[config.mk]
export PLATFORM = sky130hd
export DESIGN_NAME = tlbt_tag_cache
export DESIGN_NICKNAME = d
export VERILOG_FILES = /design/src/core/tlbt_tag_cache.v
export VERILOG_INCLUDE_DIRS = /design/src /design/src/include
export SDC_FILE = /design/constraint.sdc
export NUM_CORES = 2
export LEC_CHECK = 0
export BUFFER_PORTS_ARGS = -buffer_cell sky130_fd_sc_hd__buf_2
export CORE_MARGIN = 8
export CORE_UTILIZATION = 50
export CTS_CLUSTER_DIAMETER = 40
export CTS_CLUSTER_SIZE = 25
export DETAILED_ROUTE_END_ITERATION = 10
export PLACE_DENSITY = 0.81
export SLEW_MARGIN = 10
export SYNTH_ARGS = -nofsm -noshare
export SYNTH_HDL_FRONTEND = slang
export SYNTH_SLANG_ARGS = --single-unit
[constraint.sdc]
create_clock -name sys_clk -period 9.16 [get_ports sys_clk]
set_input_delay 1.374 -clock sys_clk [delete_from_list [all_inputs] [get_ports sys_clk]]
set_output_delay 1.374 -clock sys_clk [all_outputs]
set_load 0.005 [all_outputs]
[src/include/tlbt_defines.vh]
// Purpose: constants for the translation tlb tagging block
// Assumes: one clock, plain register port
// Notes: regime codes, register offsets and field positions
// Behaviour
// every cached entry stores a regime tag taken from the stream regime select
// asid regimes store an asid only when the not-global bit is one
// vm tag stored only with stage two and a vm-tagged regime, va and ipa
// secure entries store a vm tag only when secure stage two is supported
// el3 entries carry no asid nor vm tag; el2 va and ipa carry no asid
// shared-set flag stored whenever the not-global bit is zero where it applies
// shared-set flag also stored for not-global entries
// shared-set flag in el2 and el3 entries is optional, kept here
// asids are separate namespaces per vm tag and per regime
// el3 lookups never hit el2 entries; secure entries never hit ns-el1 lookups
// regimes without asids treat all context descriptors as equivalent
// asid tag is 16 bits with wide asid support, else low eight bits; the code keeps 16 bits only when stage one is also set, else low eight bits
// vm tag is 16 bits with wide vm tag support, else low eight bits
// with stage two, every ns-el1 entry carries a vm tag
// vm tag value comes from the entry vm tag field of the stream entry
// without stage two, vm tags are omitted
// configuration caches carry no tags; this block holds translations only
// el2 rules apply separately to ns, secure and realm el2 regimes
// a hit needs regime, address and each applicable tag to match
`ifndef TLBT_DEFINES_VH
`define TLBT_DEFINES_VH

// regime codes
`define TLBT_RG_NS_EL1 3'h0
`define TLBT_RG_RL_EL1 3'h1
`define TLBT_RG_NS_EL2 3'h2
`define TLBT_RG_S_EL2 3'h3
`define TLBT_RG_RL_EL2 3'h4
`define TLBT_RG_SECURE 3'h5
`define TLBT_RG_EL3 3'h6

// register offsets
`define TLBT_REG_CTRL 4'h0
`define TLBT_REG_STAT 4'h1
`define TLBT_REG_CFG 4'h2

// ctrl fields
`define TLBT_CTL_EN 0
`define TLBT_CTL_FLUSH 1
// cfg fields (capabilities)
`define TLBT_CFG_STAGE1 0
`define TLBT_CFG_STAGE2 1
`define TLBT_CFG_SECS2 2
`define TLBT_CFG_WASID 3
`define TLBT_CFG_WVMID 4
`define TLBT_CFG_RST 5'h1f

`define TLBT_BYTE_MASK 16'h00ff

// invalidation scopes
`define TLBT_INV_ALL 2'h0
`define TLBT_INV_REGIME 2'h1
`define TLBT_INV_ASID 2'h2
`define TLBT_INV_VM 2'h3

`endif
[src/core/tlbt_tag_cache.v]
// Purpose: tagged translation cache: insert, lookup and invalidate
// Assumes: inputs synchronous to sys_clk; walker and lookups keep their own order
// Notes: fully associative, round-robin replacement
//
// Design decisions made here: the placing of the registers and the plain strobed port.
`timescale 1ns/100ps
`include "tlbt_defines.vh"

module tlbt_tag_cache #(
  parameter ENTRIES = 8,
  parameter IDX_W = 3,
  parameter ADDR_W = 36,
  parameter PA_W = 36
) (
  // clock and reset
  input wire sys_clk,
  input wire rst_n,
  // register port
  input wire [3:0] reg_addr,
  input wire [31:0] reg_wdata,
  input wire reg_wr,
  input wire reg_rd,
  output reg [31:0] reg_rdata_ff,
  // insert from walker
  input wire ins_valid,
  input wire [2:0] ins_regime_select_field,
  input wire ins_is_ipa,
  input wire ins_not_global_bit,
  input wire ins_shared_set_flag,
  input wire [15:0] ins_asid,
  input wire [15:0] ins_entry_vm_tag_field,
  input wire [ADDR_W-1:0] ins_addr,
  input wire [PA_W-1:0] ins_pa,
  // lookup
  input wire lk_valid,
  input wire [2:0] lk_regime,
  input wire lk_is_ipa,
  input wire [15:0] lk_asid,
  input wire [15:0] lk_vm_tag,
  input wire [ADDR_W-1:0] lk_addr,
  output reg lk_done_ff,
  output reg lk_hit_ff,
  output reg [PA_W-1:0] lk_pa_ff,
  output reg lk_shared_set_ff,
  // invalidation
  input wire inv_valid,
  input wire [1:0] inv_scope,
  input wire [2:0] inv_regime,
  input wire [15:0] inv_asid,
  input wire [15:0] inv_vm_tag,
  output reg inv_done_ff
);

  // entry storage
  reg [ENTRIES-1:0] vld_ff;
  reg [2:0] rg_ff [0:ENTRIES-1];
  reg [ENTRIES-1:0] ipa_ff;
  reg [ENTRIES-1:0] has_asid_ff;
  reg [ENTRIES-1:0] has_vm_ff;
  reg [ENTRIES-1:0] sset_ff;
  reg [15:0] asid_ff [0:ENTRIES-1];
  reg [15:0] vm_ff [0:ENTRIES-1];
  reg [ADDR_W-1:0] addr_ff [0:ENTRIES-1];
  reg [PA_W-1:0] pa_ff [0:ENTRIES-1];
  reg [IDX_W-1:0] victim_ff;
  reg [1:0] ctrl_ff;
  reg [4:0] cfg_ff;
  reg [15:0] hit_cnt_ff;
  reg [15:0] miss_cnt_ff;

  wire en = ctrl_ff[`TLBT_CTL_EN];
  wire stage_two_present = cfg_ff[`TLBT_CFG_STAGE2];

  // regime carries asids only for va entries in these regimes
  function asid_regime;
    input [2:0] rg;
    input ipa;
    begin
      asid_regime = !ipa && (rg == `TLBT_RG_NS_EL1 || rg == `TLBT_RG_RL_EL1 ||
                    rg == `TLBT_RG_SECURE);
    end
  endfunction

  // regime uses vm tags given capabilities
  function vm_regime;
    input [2:0] rg;
    input [4:0] cfg;
    begin
      vm_regime = cfg[`TLBT_CFG_STAGE2] && ((rg == `TLBT_RG_NS_EL1 || rg == `TLBT_RG_RL_EL1) ||
                  (rg == `TLBT_RG_SECURE && cfg[`TLBT_CFG_SECS2]));
    end
  endfunction

  // narrow id to implemented width
  function [15:0] id_mask;
    input [15:0] id;
    input wide;
    begin
      id_mask = wide ? id : (id & `TLBT_BYTE_MASK);
    end
  endfunction

  // el2-e2h arrives as an asid regime through the select field: model as per-world el2
  // with asid when the select field top bit pattern is el1-like; here el2 has none.
  wire ins_has_asid = asid_regime(ins_regime_select_field, ins_is_ipa) && ins_not_global_bit;
  wire ins_has_vm = vm_regime(ins_regime_select_field, cfg_ff);
  wire [15:0] ins_asid_m = id_mask(ins_asid, cfg_ff[`TLBT_CFG_WASID] & cfg_ff[`TLBT_CFG_STAGE1]);
  wire [15:0] ins_vm_m = id_mask(ins_entry_vm_tag_field, cfg_ff[`TLBT_CFG_WVMID]);
  wire [15:0] lk_asid_m = id_mask(lk_asid, cfg_ff[`TLBT_CFG_WASID] & cfg_ff[`TLBT_CFG_STAGE1]);
  wire [15:0] lk_vm_m = id_mask(lk_vm_tag, cfg_ff[`TLBT_CFG_WVMID]);
  wire [15:0] inv_asid_m = id_mask(inv_asid, cfg_ff[`TLBT_CFG_WASID] & cfg_ff[`TLBT_CFG_STAGE1]);
  wire [15:0] inv_vm_m = id_mask(inv_vm_tag, cfg_ff[`TLBT_CFG_WVMID]);

  // lookup and invalidate match vectors
  reg [ENTRIES-1:0] lk_match;
  reg [ENTRIES-1:0] inv_match;
  reg [IDX_W-1:0] lk_idx;
  integer i;
  always @* begin
    lk_match = {ENTRIES{1'b0}};
    inv_match = {ENTRIES{1'b0}};
    lk_idx = {IDX_W{1'b0}};
    for (i = 0; i < ENTRIES; i = i + 1) begin
      // exact regime match keeps el2 worlds, el3, secure and ns apart
      lk_match[i] = vld_ff[i] && rg_ff[i] == lk_regime && ipa_ff[i] == lk_is_ipa &&
                    addr_ff[i] == lk_addr &&
                    (!has_asid_ff[i] || asid_ff[i] == lk_asid_m) &&
                    (!has_vm_ff[i] || vm_ff[i] == lk_vm_m);
      case (inv_scope)
        `TLBT_INV_ALL: inv_match[i] = vld_ff[i];
        `TLBT_INV_REGIME: inv_match[i] = vld_ff[i] && rg_ff[i] == inv_regime;
        `TLBT_INV_ASID: inv_match[i] = vld_ff[i] && rg_ff[i] == inv_regime && has_asid_ff[i] &&
                                       asid_ff[i] == inv_asid_m &&
                                       (!has_vm_ff[i] || vm_ff[i] == inv_vm_m);
        `TLBT_INV_VM: inv_match[i] = vld_ff[i] && rg_ff[i] == inv_regime && has_vm_ff[i] &&
                                     vm_ff[i] == inv_vm_m;
        default: inv_match[i] = 1'b0;
      endcase
    end
    for (i = ENTRIES - 1; i >= 0; i = i - 1) begin
      if (lk_match[i]) begin
        lk_idx = i[IDX_W-1:0];
      end
    end
  end

  wire do_flush = reg_wr && reg_addr == `TLBT_REG_CTRL && reg_wdata[`TLBT_CTL_FLUSH];

  // entry state
  always @(posedge sys_clk or negedge rst_n) begin
    if (!rst_n) begin
      vld_ff <= {ENTRIES{1'b0}};
      victim_ff <= {IDX_W{1'b0}};
    end else begin
      if (do_flush) begin
        vld_ff <= {ENTRIES{1'b0}};
      end else begin
        if (inv_valid) begin
          vld_ff <= vld_ff & ~inv_match;
        end
        if (ins_valid && en) begin
          vld_ff[victim_ff] <= 1'b1;
          victim_ff <= victim_ff + {{(IDX_W-1){1'b0}}, 1'b1};
        end
      end
    end
  end

  // payload, no reset needed behind valid
  always @(posedge sys_clk) begin
    if (ins_valid && en) begin
      rg_ff[victim_ff] <= ins_regime_select_field;
      ipa_ff[victim_ff] <= ins_is_ipa;
      has_asid_ff[victim_ff] <= ins_has_asid;
      has_vm_ff[victim_ff] <= ins_has_vm;
      asid_ff[victim_ff] <= ins_has_asid ? ins_asid_m : 16'h0000;
      vm_ff[victim_ff] <= ins_has_vm ? ins_vm_m : 16'h0000;
      // flag kept for every va entry, global or not, el2 and el3 included
      sset_ff[victim_ff] <= ins_is_ipa ? 1'b0 : ins_shared_set_flag;
      addr_ff[victim_ff] <= ins_addr;
      pa_ff[victim_ff] <= ins_pa;
    end
  end

  // lookup answer one cycle later
  always @(posedge sys_clk or negedge rst_n) begin
    if (!rst_n) begin
      lk_done_ff <= 1'b0;
      lk_hit_ff <= 1'b0;
      lk_pa_ff <= {PA_W{1'b0}};
      lk_shared_set_ff <= 1'b0;
      inv_done_ff <= 1'b0;
      hit_cnt_ff <= 16'h0000;
      miss_cnt_ff <= 16'h0000;
    end else begin
      lk_done_ff <= lk_valid;
      lk_hit_ff <= lk_valid && en && |lk_match;
      lk_pa_ff <= (lk_valid && en && |lk_match) ? pa_ff[lk_idx] : {PA_W{1'b0}};
      lk_shared_set_ff <= (lk_valid && en && |lk_match) ? sset_ff[lk_idx] : 1'b0;
      inv_done_ff <= inv_valid;
      if (lk_valid && en && |lk_match) begin
        hit_cnt_ff <= hit_cnt_ff + 16'h0001;
      end else if (lk_valid) begin
        miss_cnt_ff <= miss_cnt_ff + 16'h0001;
      end
    end
  end

  // registers
  always @(posedge sys_clk or negedge rst_n) begin
    if (!rst_n) begin
      ctrl_ff <= 2'h0;
      cfg_ff <= `TLBT_CFG_RST;
      reg_rdata_ff <= 32'h0000_0000;
    end else begin
      if (reg_wr && reg_addr == `TLBT_REG_CTRL) begin
        ctrl_ff <= {1'b0, reg_wdata[`TLBT_CTL_EN]};
      end
      if (reg_wr && reg_addr == `TLBT_REG_CFG) begin
        cfg_ff <= reg_wdata[4:0];
      end
      if (reg_rd) begin
        case (reg_addr)
          `TLBT_REG_CTRL: reg_rdata_ff <= {31'h0, ctrl_ff[`TLBT_CTL_EN]};
          `TLBT_REG_STAT: reg_rdata_ff <= {hit_cnt_ff[7:0], miss_cnt_ff[7:0], 8'h00, vld_ff[7:0] & 8'hff};
          `TLBT_REG_CFG: reg_rdata_ff <= {27'h0, cfg_ff};
          default: reg_rdata_ff <= 32'h0000_0000;
        endcase
      end else begin
        reg_rdata_ff <= 32'h0000_0000;
      end
    end
  end

  wire unused_stage_two = stage_two_present;

endmodule // tlbt_tag_cache

==> out/metrics.cfg <==
[status]
outcome=complete, no violations

[cells_and_area]
nNetsFinal=3879
drive_gt1_share_pct=18.44
area_growth_pct=13.86
instances_no_fill=4934
fillers=6962

[setup_path]
r2r_cells=12
worstPathArrival_ns=6.55
cp-end-kind=flip-flop
reg2reg_slack_ns=3.21
cp-startpoint=cfg_ff[3]$_DFFE_PN1P_
critPathCapture=lk_pa_ff[35]$_DFF_PN0_
crit_type=reg2reg
startpoint_type=flip-flop
path_cells=and2_1 -> buf_4 -> o2111ai_1 -> or3_1 -> o41ai_1 -> and3_1 -> and2_2 -> a211o_2 -> buf_4 -> and3_1 -> a211oi_1 -> nor4_1
r2r_end=lk_pa_ff[35]$_DFF_PN0_
crit_path_max_incr_delay_ns=0.96
r2r_start=cfg_ff[3]$_DFFE_PN1P_
crit_path_top_delay_cell=o41ai_1
worstPathRequired_ns=9.77
critPathMaxFanout=73

[synthesis]
yosys.area.top_type_share_pct=57.67
synth-seq-area-share_pct=62.94
syn_area_um2=46240
synthTopCellsByArea=edfxtp_1, xnor2_1, dfrtp_1
synth_most_common_cell=edfxtp_1
ys_async_sr_fraction_pct=9.848
synthFlopType=edfxtp_1
yosysTopAreaCell=edfxtp_1
synth_warnings=0
syn_area_per_cell_um2=13.64
postSynthRegisterBits=985
ys_types=93
synth_edf_count=888
ys_top_cells_by_count=edfxtp_1, xnor2_1, xor2_1
syn-instance-count=3389

[sta]
final_hold_viol_count=0
tightestPinTransition_ns=1.272
drv_slew=0
whs_ns=0.4714
relSlewSlack_pct=15.23
setup_slack_ns=3.213
setup_tns_ns=0
setup_viol=0
rsz0062_at_grt=no
max_freq_mhz=168.2
layout_worst_path_cycle_share_pct=64.92
clock_skew_ns=0.07055
min_period_ns=5.947

[pwr]
power.leakage_nw=17.64
cellPowerDensity_nw_per_um2=220.7
ir_drop_uv=175.9
power_frac_comb_pct=9.7
seqPwrFrac_pct=47.2
switchingPower_mw=3.075
p_int_mw=8.545
sw_frac_of_total_pct=26.46
clkPwrFrac_pct=43.1
p_total_mw=11.62

[cts]
cts.htree.levels=3
cts_root_buffer=clkbuf_16
cts_buffers=118
path_clk_slew_ns=0.06
tritoncts=done
ctsResizeCount=0
cts_buffer_depth=3
numClockSinks=985
holdBufCountCts=0
clk_latency_ns=0.73
postCtsSetupRepairBufs=0

[detailed_routing]
num_vias=30510
wl_per_cell_um=27.45
antenna_left=0
drt_iter0_markers=3898
routed_wl_mm=135.4
viasPerCell=6.184
drcViolationCount=0
dr.pass1.iters=7

[grt]
antenna_found_initial=41
grt_start_max_net_pins=113
grt_use_total_pct=25.49
gr-total-overflow=0
grt_pass1_vias=29600
grt_pass1_wl_mm=196.0

[placed_design]
dp.cells=4680
pre_cts_slack_ns=2.831
dp_hpwl_mm=88.01
portBuffers=298
gp_congestion=0.9268

[worst_hold_path]
min_path_type=reg2reg

[floorplanning]
fp.coreArea_um2=91660
design.die.area_um2=102500
row_count=111
die_h_um=320.1
initial_utilization_pct=50.44
dieWidth_um=320.1
ioPinCount=334

[run]
max-cap-violations=0

[cell type report]
type / count / area (um2) / area share [%]
repair buffers: 325 / 1709 / 3.247
clock buffers: 123 / 2993 / 5.685
well taps: 1186 / 1484 / 2.819
flip-flops and latches: 985 / 29100 / 55.28
multi-input cells: 2148 / 15830 / 30.07
inverters: 36 / 145.1 / 0.2757
diodes: 28 / 70.07 / 0.1331
clock inverters: 103 / 1310 / 2.489
[worst min path at each step]
stage | end | slack [ns] | cells past startpoint | startpoint
after global placement | hit_cnt_ff[7]$_DFFE_PN0P_ | 0.45 | 1 | hit_cnt_ff[7]$_DFFE_PN0P_
after floorplan | miss_cnt_ff[7]$_DFFE_PN0P_ | 0.44 | 1 | miss_cnt_ff[7]$_DFFE_PN0P_
final | hit_cnt_ff[7]$_DFFE_PN0P_ | 0.47 | 1 | hit_cnt_ff[7]$_DFFE_PN0P_
after CTS | hit_cnt_ff[7]$_DFFE_PN0P_ | 0.47 | 1 | hit_cnt_ff[7]$_DFFE_PN0P_
after global routing | hit_cnt_ff[7]$_DFFE_PN0P_ | 0.50 | 1 | hit_cnt_ff[7]$_DFFE_PN0P_
after detailed placement | hit_cnt_ff[7]$_DFFE_PN0P_ | 0.46 | 1 | hit_cnt_ff[7]$_DFFE_PN0P_
[worst max-delay path: cells and delay by family (launching register included)]
family,cells,cell delay [ns]
flip-flops,1,0.83
buffers and inverters,2,0.93
AO/OA/AOI/OAI,4,1.49
AND/OR/NAND/NOR,6,2.47
[registers in the layout, indices dropped and copies added, names as in the netlist, 8 cells and up]
register      count
addr_ff         288
pa_ff           288
asid_ff         128
vm_ff           128
lk_pa_ff         36
reg_rdata_ff     24
rg_ff            24
has_asid_ff       8
has_vm_ff         8
hit_cnt_ff        8
ipa_ff            8
miss_cnt_ff       8
sset_ff           8
vld_ff            8
[metal layers]
metal  track usage (%)  routed length, um  up-vias
met1             33.02              50780    15100
met3             5.755              14390      375
met5                 0                181        -
met2             41.08              63870     1781
met4             11.38               6202       28
li1                  -                  -    13230
[power by group through the flow]
stage          Clock (mW)  Sequential (mW)  Combinational [mW]
6_report             5.01             5.49                1.12
5_1_grt              5.22             5.51                1.20
4_1_cts              5.05             5.48                1.11
3_5_place_dp            0             5.57                1.10
3_3_place_gp            0             5.55                1.08
2_1_floorplan           0             5.50               0.752
[metrics by stage]
stage,utilization (%),cell area (um2)
6_report,57.43,52640
5_1_grt,57.39,52600
4_1_cts,57.35,52570
3_5_place_dp,52.66,48270
3_3_place_gp,52.66,48270
2_1_floorplan,-,46270
[cells in the final DEF (no fill, tap or decap), types with 10 or more instances in the layout]
cell type / count
nand4_1: 126
xnor2_1: 521
inv_6: 21
inv_1: 32
nand2b_1: 15
nand3b_1: 12
o21ai_0: 124
o22ai_1: 10
a31oi_1: 54
buf_4: 27
buf_2: 297
o211ai_1: 39
clkinv_4: 16
nor2_1: 189
nor4bb_1: 38
nand3_1: 68
nor3_1: 44
nor2b_1: 19
clkinvlp_4: 12
nor4_2: 29
nand2_1: 79
nor3b_1: 47
a22oi_1: 34
diode_2: 28
nor4_1: 58
a21oi_1: 15
a211oi_2: 61
bufinv_16: 16
o32ai_1: 36
inv_8: 12
and2_1: 41
and3_1: 95
clkbuf_16: 119
dfrtp_1: 92
edfxtp_1: 888
a211oi_1: 13
xor2_1: 212
[kinds of logic after synthesis]
kind of cell / Yosys count / share of synthesized area (%)
other: 1 / 0.008111
buffers and inverters: 263 / 3.044
AO/OA/AOI/OAI: 488 / 8.238
AND/OR/NAND/NOR: 906 / 11.57
multiplexers: 10 / 0.2409
adder cells (fa/ha/maj): 3 / 0.08119
XOR/XNOR: 733 / 13.89
flip-flops: 985 / 62.94
(Power assumes the default switching activity.)
